===== config.mk =====
export PLATFORM = sky130hd
export DESIGN_NAME = misc_config_bank
export DESIGN_NICKNAME = d
export VERILOG_FILES = /design/src/logic/misc_config_bank.v /design/src/logic/fire_tally.v /design/src/logic/supply_level_lock.v
export VERILOG_INCLUDE_DIRS = /design/src /design/src/shared
export SDC_FILE = /design/constraint.sdc
export NUM_CORES = 1
export LEC_CHECK = 0
export BUFFER_PORTS_ARGS = -buffer_cell sky130_fd_sc_hd__buf_2
export CAP_MARGIN = 20
export CELL_PAD_IN_SITES_DETAIL_PLACEMENT = 0
export CELL_PAD_IN_SITES_GLOBAL_PLACEMENT = 1
export CORE_ASPECT_RATIO = 1.5
export CORE_MARGIN = 2
export CORE_UTILIZATION = 24
export CTS_CLUSTER_SIZE = 24
export DETAILED_ROUTE_END_ITERATION = 8
export PLACE_DENSITY_LB_ADDON = 0.25
export SLEW_MARGIN = 20
export SYNTH_ARGS = -nofsm -noshare
export SYNTH_HDL_FRONTEND = slang
export SYNTH_SLANG_ARGS = --single-unit
export TNS_END_PERCENT = 5

===== constraint.sdc =====
create_clock -name clk -period 3.66 [get_ports clk]
set_input_delay 1.098 -clock clk [delete_from_list [all_inputs] [get_ports clk]]
set_output_delay 1.098 -clock clk [all_outputs]
set_load 0.01 [all_outputs]

===== src/shared/misc_config_map.vh =====
// register offsets, field positions, reset values for the config bank
`ifndef MISC_CONFIG_MAP_VH
`define MISC_CONFIG_MAP_VH

`define TALLY_OFS 8'h28
`define REFDIS_OFS 8'h40
`define LEVEL_OFS 8'h64

`define TALLY_MSB 3
`define TALLY_RST 4'h0
`define REFDIS_BIT 0
`define REFDIS_RST 1'h0
`define LEVEL_MSB 2
`define LEVEL_RST 3'h0
`define LOCK_BIT 7
`define LOCK_RST 1'h0

`endif


===== src/logic/misc_config_bank.v =====
// system configuration register bank: tally, reference disable, levels
//
// Operation
// - 4-bit read/write watchdog tally, bits 3:0
// - power-on clears tally, watchdog reset keeps it
// - disable bit set kills reference function only
// - disable bit resets zero, function enabled
// - lock bit sticky, zero writes ignored
// - lock set makes levels and lock read-only
// - level bits 0..2, reset zero
// - level 1 means 1.8V, 0 means 3.3V
// - hardware sets levels after standby power-on
`timescale 1ns/1ps
`include "misc_config_map.vh"

module misc_config_bank (
	input wire clk,
	input wire rst,
	input wire wdt_reset_cause,
	input wire standby_por_done,
	input wire [`LEVEL_MSB:0] standby_rail_level,
	input wire [7:0] addr,
	input wire [31:0] wdata,
	input wire wr,
	input wire rd,
	output wire [31:0] rdata,
	output wire cpu_reference_voltage_pin_en,
	output wire [`LEVEL_MSB:0] rail_is_1v8,
	output wire level_lock
);

	// ------------------------------------------------------------
	// address decode
	// ------------------------------------------------------------
	reg hit_tally;
	reg hit_refdis;
	reg hit_level;

	// unmapped addresses hit nothing
	always @*
	begin
		hit_tally = 1'h0;
		hit_refdis = 1'h0;
		hit_level = 1'h0;
		case (addr)
			`TALLY_OFS:
			begin
				hit_tally = 1'h1;
			end
			`REFDIS_OFS:
			begin
				hit_refdis = 1'h1;
			end
			`LEVEL_OFS:
			begin
				hit_level = 1'h1;
			end
			default:
			begin
				hit_tally = 1'h0;
				hit_refdis = 1'h0;
				hit_level = 1'h0;
			end
		endcase
	end

	// ------------------------------------------------------------
	// write strobes
	// ------------------------------------------------------------
	reg wr_tally;
	reg wr_refdis;
	reg wr_level;

	// no strobe reaches a register while idle
	always @*
	begin
		wr_tally = 1'h0;
		wr_refdis = 1'h0;
		wr_level = 1'h0;
		if (wr)
		begin
			wr_tally = hit_tally;
			wr_refdis = hit_refdis;
			wr_level = hit_level;
		end
	end

	// ------------------------------------------------------------
	// read strobes
	// ------------------------------------------------------------
	reg rd_tally;
	reg rd_refdis;
	reg rd_level;

	always @*
	begin
		rd_tally = 1'h0;
		rd_refdis = 1'h0;
		rd_level = 1'h0;
		if (rd)
		begin
			rd_tally = hit_tally;
			rd_refdis = hit_refdis;
			rd_level = hit_level;
		end
	end

	// ------------------------------------------------------------
	// write data fields
	// ------------------------------------------------------------
	// positions outside the fields are ignored
	wire [`TALLY_MSB:0] wfield_tally;
	wire wfield_refdis;
	wire [`LEVEL_MSB:0] wfield_level;
	wire wfield_lock;

	assign wfield_tally = wdata[`TALLY_MSB:0];
	assign wfield_refdis = wdata[`REFDIS_BIT];
	assign wfield_level = wdata[`LEVEL_MSB:0];
	assign wfield_lock = wdata[`LOCK_BIT];

	// ------------------------------------------------------------
	// watchdog firing tally
	// ------------------------------------------------------------
	wire [`TALLY_MSB:0] tally;

	// survives a watchdog-caused reset
	fire_tally u_tally (
		.clk(clk),
		.rst(rst),
		.wdt_reset_cause(wdt_reset_cause),
		.wr_en(wr_tally),
		.wr_data(wfield_tally),
		.tally(tally)
	);

	// ------------------------------------------------------------
	// bank supply levels and lock
	// ------------------------------------------------------------
	wire [`LEVEL_MSB:0] level;
	wire lock;

	// hardware load still lands while locked
	supply_level_lock u_level (
		.clk(clk),
		.rst(rst),
		.hw_set(standby_por_done),
		.hw_level(standby_rail_level),
		.wr_en(wr_level),
		.wr_level(wfield_level),
		.wr_lock(wfield_lock),
		.level(level),
		.lock(lock)
	);

	// ------------------------------------------------------------
	// reference pin disable
	// ------------------------------------------------------------
	reg refdis_q;
	reg refdis_d;

	always @*
	begin
		refdis_d = refdis_q;
		if (wr_refdis)
		begin
			refdis_d = wfield_refdis;
		end
	end

	always @(posedge clk)
	begin
		if (rst)
		begin
			refdis_q <= `REFDIS_RST;
		end
		else
		begin
			refdis_q <= refdis_d;
		end
	end

	// ------------------------------------------------------------
	// reference function enable
	// ------------------------------------------------------------
	reg ref_en_q;
	reg ref_en_d;

	// inverse of the disable bit, kept in its own flop
	always @*
	begin
		ref_en_d = ~refdis_d;
	end

	always @(posedge clk)
	begin
		if (rst)
		begin
			ref_en_q <= ~`REFDIS_RST;
		end
		else
		begin
			ref_en_q <= ref_en_d;
		end
	end

	// ------------------------------------------------------------
	// tally read view
	// ------------------------------------------------------------
	reg [31:0] view_tally;

	always @*
	begin
		view_tally = 32'h0000_0000;
		view_tally[`TALLY_MSB:0] = tally;
	end

	// ------------------------------------------------------------
	// reference disable read view
	// ------------------------------------------------------------
	reg [31:0] view_refdis;

	always @*
	begin
		view_refdis = 32'h0000_0000;
		view_refdis[`REFDIS_BIT] = refdis_q;
	end

	// ------------------------------------------------------------
	// level read view
	// ------------------------------------------------------------
	reg [31:0] view_level;

	// lock bit rides beside the three levels
	always @*
	begin
		view_level = 32'h0000_0000;
		view_level[`LEVEL_MSB:0] = level;
		view_level[`LOCK_BIT] = lock;
	end

	// ------------------------------------------------------------
	// read source codes
	// ------------------------------------------------------------
	localparam [1:0] SEL_NONE = 2'h0;
	localparam [1:0] SEL_TALLY = 2'h1;
	localparam [1:0] SEL_REFDIS = 2'h2;
	localparam [1:0] SEL_LEVEL = 2'h3;

	// ------------------------------------------------------------
	// read source select
	// ------------------------------------------------------------
	reg [1:0] rsel;

	// idle cycles and unmapped reads pick nothing
	always @*
	begin
		rsel = SEL_NONE;
		if (rd_tally)
		begin
			rsel = SEL_TALLY;
		end
		else if (rd_refdis)
		begin
			rsel = SEL_REFDIS;
		end
		else if (rd_level)
		begin
			rsel = SEL_LEVEL;
		end
	end

	// ------------------------------------------------------------
	// read data mux
	// ------------------------------------------------------------
	reg [31:0] rdata_d;
	reg [31:0] rdata_q;

	always @*
	begin
		case (rsel)
			SEL_TALLY:
			begin
				rdata_d = view_tally;
			end
			SEL_REFDIS:
			begin
				rdata_d = view_refdis;
			end
			SEL_LEVEL:
			begin
				rdata_d = view_level;
			end
			default:
			begin
				rdata_d = 32'h0000_0000;
			end
		endcase
	end

	// read data stands one cycle, then zero
	always @(posedge clk)
	begin
		if (rst)
		begin
			rdata_q <= 32'h0000_0000;
		end
		else
		begin
			rdata_q <= rdata_d;
		end
	end

	// ------------------------------------------------------------
	// read data output
	// ------------------------------------------------------------
	assign rdata = rdata_q;

	// ------------------------------------------------------------
	// reference function output
	// ------------------------------------------------------------
	assign cpu_reference_voltage_pin_en = ref_en_q;

	// ------------------------------------------------------------
	// level and lock outputs
	// ------------------------------------------------------------
	// one flop-backed bit per rail, 1 = 1.8V, 0 = 3.3V
	genvar rail;

	generate
		for (rail = 0; rail <= `LEVEL_MSB; rail = rail + 1)
		begin : g_rail
			assign rail_is_1v8[rail] = level[rail];
		end
	endgenerate

	assign level_lock = lock;

endmodule // misc_config_bank


===== src/logic/fire_tally.v =====
// watchdog firing tally, kept across watchdog resets
`timescale 1ns/1ps
`include "misc_config_map.vh"

module fire_tally (
	input wire clk,
	input wire rst,
	input wire wdt_reset_cause,
	input wire wr_en,
	input wire [`TALLY_MSB:0] wr_data,
	output wire [`TALLY_MSB:0] tally
);

	reg [`TALLY_MSB:0] tally_q;
	reg [`TALLY_MSB:0] tally_d;

	always @*
	begin
		tally_d = tally_q;
		if (wr_en)
			tally_d = wr_data;
	end

	// power-on reset clears, watchdog-caused reset keeps
	always @(posedge clk)
	begin
		if (rst && !wdt_reset_cause)
			tally_q <= `TALLY_RST;
		else if (!rst)
			tally_q <= tally_d;
	end

	assign tally = tally_q;

endmodule // fire_tally


===== src/logic/supply_level_lock.v =====
// bank supply level bits with sticky lock
`timescale 1ns/1ps
`include "misc_config_map.vh"

module supply_level_lock (
	input wire clk,
	input wire rst,
	input wire hw_set,
	input wire [`LEVEL_MSB:0] hw_level,
	input wire wr_en,
	input wire [`LEVEL_MSB:0] wr_level,
	input wire wr_lock,
	output wire [`LEVEL_MSB:0] level,
	output wire lock
);

	reg [`LEVEL_MSB:0] level_q;
	reg [`LEVEL_MSB:0] level_d;
	reg lock_q;
	reg lock_d;

	always @*
	begin
		level_d = level_q;
		lock_d = lock_q;
		if (hw_set)
			level_d = hw_level;
		if (wr_en && !lock_q)
		begin
			level_d = wr_level;
			lock_d = wr_lock;
		end
	end

	always @(posedge clk)
	begin
		if (rst)
		begin
			level_q <= `LEVEL_RST;
			lock_q <= `LOCK_RST;
		end
		else
		begin
			level_q <= level_d;
			lock_q <= lock_d;
		end
	end

	assign level = level_q;
	assign lock = lock_q;

endmodule // supply_level_lock


==> summary.txt <==
Floorplanning
  – Initial core utilization: between 20% and 30%
  – Placement Rows: 26
  – Die area: ~4100 µm²
  – Chip width: roughly 53 µm
  – Boundary Pins: 86
  – Core area: 3420 µm²
  – Die Height: 77.2 µm

Power and ir drop
  – Logic pwr share: between 10% and 20%
  – P per Cell Area: approximately 340 nW/µm²
  – Leak: around 0.47 nW
  – Switching Share: around a quarter
  – Clock share of power: a little under two fifths
  – Switching power total: between 0.08 and 0.09 mW
  – Pint: approximately 0.26 mW
  – Peak supply drop: approximately 0.10 mV
  – Tot Pwr: between 0.3 and 0.4 mW
  – Sequential power share: 49.0%

Synth
  – Async SR Flop Fraction: 0%
  – Distinct cells, synth: 26
  – Synth Flop Type: dfxtp_1
  – Sequential cell area fraction in the yosys report: between 30% and 40%
  – Cell count after synthesis: slightly below 100
  – Post-synth EDFFs: 0
  – Average cell area after synthesis: ~8.8 µm²
  – Flip-flop and latch count after synthesis: 15
  – Yosys warning total: 0
  – Syn Std Cell Area: between 800 and 900 µm²

Clocking
  – Clk buf depth: 2
  – Post-CTS Setup Repair Bufs: 0
  – CTS Hold Bufs: 0
  – Clock transition at path regs: ~0.060 ns
  – H-Tree Level Count: 1
  – Cells resized by post-CTS repair: 0
  – Clk root buf: clkbuf_8
  – TritonCTS clock tree: done
  – Insertion delay to the later sink of the worst-skew pair: 0.24 ns
  – Clock Sinks: 15
  – TritonCTS buffer count: 3

Placement
  – GPL Wtd Cong: around 0.63
  – Post-DP Area: between 900 and 1000 µm²
  – # port buffers: 31
  – Post-DP HPWL: between 1 and 1.5 mm

Critical path
  – Crit path required time: between 3 and 4 ns
  – CP arrival: 2.78 ns
  – Crit start category: input pin
  – Critical path capture point type: flop
  – Kind of critical path: input pin to flop
  – Worst-path fanout max: 4

GRT
  – Initial antenna violation count: 0
  – GRT Residual Overflow: 0
  – Met2 GRT Util: between 15 and 20%
  – Most Crowded Layer GR: met2
  – Largest net degree at the start of global routing: 15
  – GR Util met1: 8.40%
  – Number of global-route vias before repair: between 600 and 700
  – Global-route wire length before repair: approximately 2.7 mm
  – Total GRT Usage: 8.68%
  – M3 GR Usage: between 2 and 2.5%

Timing
  – Post-Route Skew: 0.00307 ns
  – Crit path time final: about 2.6 ns
  – Unrepaired setup endpoints after global routing: no
  – Final Slew Violations: 0
  – Fin. Hold Viols: 0
  – Worst slew margin: 64.7%
  – Period utilization: just over 70%
  – Worst slew pin tran: around 0.53 ns
  – Setup tns final: 0 ns
  – Peak Freq: approximately 0.38 GHz
  – Final setup vio count: 0

Drt
  – Routed vias: between 600 and 700
  – Overall routed net length: around 1.8 mm
  – DR WL/cell: about 11 µm
  – Via/cell ratio: just over 4
  – DRT Pass-1 Iters: 4
  – DRC: 0
  – Number of DRC markers in iteration 0: 8
  – Final ANT Viol Nets: 0

Layout
  – Design area: approximately 1000 µm²
  – Commonest non-fill, non-tap cell in the layout: buf_2
  – Proportion of layout cells with a drive suffix above 1: 31.0%
  – Commonest cells after routing, fill and taps aside: 31 x buf_2, 27 x conb_1, 15 x dfxtp_1
  – Final nets: between 150 and 200
  – Ant. Diodes: 0
  – Synth-to-Final Area Change: 16.2%

Run status
  – Status: finished, final reports clean

Run
  – Number of max-cap violations: 0

Worst hold path
  – HP Class: flop to flop
final timing paths:
kind | startpoint | end | slack [ns] | cells after the start
hold reg to reg | refdis_q | rdata[0] | 0.45 | 2
hold / removal | refdis_q | rdata[0] | 0.45 | 2
setup / recovery | addr[7] | rdata[0] | 1.05 | 5
setup reg to reg | u_level.lock | u_level.level[1] | 2.33 | 3
layout make-up:
type	instances	area, µm²
Clock buffer	3	41.3
Tap cell	42	52.6
Fill cell	382	2420
Timing Repair Buffer	31	155
Clock inverter	1	5.00
Multi-Input combinational cell	78	439
Inverter	1	3.75
Sequential cell	15	300
registers in the layout (all words and copies together) (netlist names):
register	flops
cpu_reference_voltage_pin_en	1
rdata	5
refdis_q	1
u_level.level	3
u_level.lock	1
u_tally.tally	4
logic make-up (layout without fill, tap and decap cells):
| family | count (synthesis) | after routing | synth area share (%) |
|---|---|---|---|
| simple gates | 32 | 32 | 22.9 |
| buf+inv | 30 | 36 | 25.2 |
| flops | 15 | 15 | 35.0 |
| compound gates | 14 | 14 | 10.6 |
| mux | 5 | 5 | 5.83 |
| other cells | 1 | 27 | 0.437 |
critical path, stage by stage:
cell and delay, ns:
buf_2 0.10, or4b_2 0.72, nor3_1 0.44, a22oi_1 0.18
a211oi_1 0.24
power by group through the flow:
stage	registers, mW	logic [mW]	clock network (mW)
after floorplan	0.171	0.0452	0
after global placement	0.171	0.0423	0
after detailed placement	0.171	0.0428	0
after CTS	0.167	0.0430	0.136
after global routing	0.167	0.0477	0.145
final	0.167	0.0434	0.130
metrics by stage:
stage	std cells	worst slack, ns	hold slack [ns]	utilization (%)
floorplan	123	1.11	0.432	-
global placement	167	0.803	0.448	27.8
detailed placement	167	0.793	0.449	27.8
CTS	171	1.05	0.458	29.2
global route	171	0.978	0.482	29.2
finish	171	1.05	0.454	29.2
per-layer routing:
layer	share of wire (%)	vias to the layer above
met4	0.82	0
met1	35	315
met5	0	-
li1	-	344
met2	54	36
met3	10	2
cell usage after synthesis (all sizes together) (2+ instances only):
library cell   n  area (µm²)
a211oi         4        30.0
a21oi          3        15.0
a22oi          3        22.5
and3b          2        17.5
buf           29         213
dfxtp         15         300
mux2i          5        50.1
nand2          9        33.8
nor2           7        26.3
nor3           3        15.0
o21ai          3        15.0
or4b           2        23.8
Note: power is estimated with default switching activity, not from simulation.
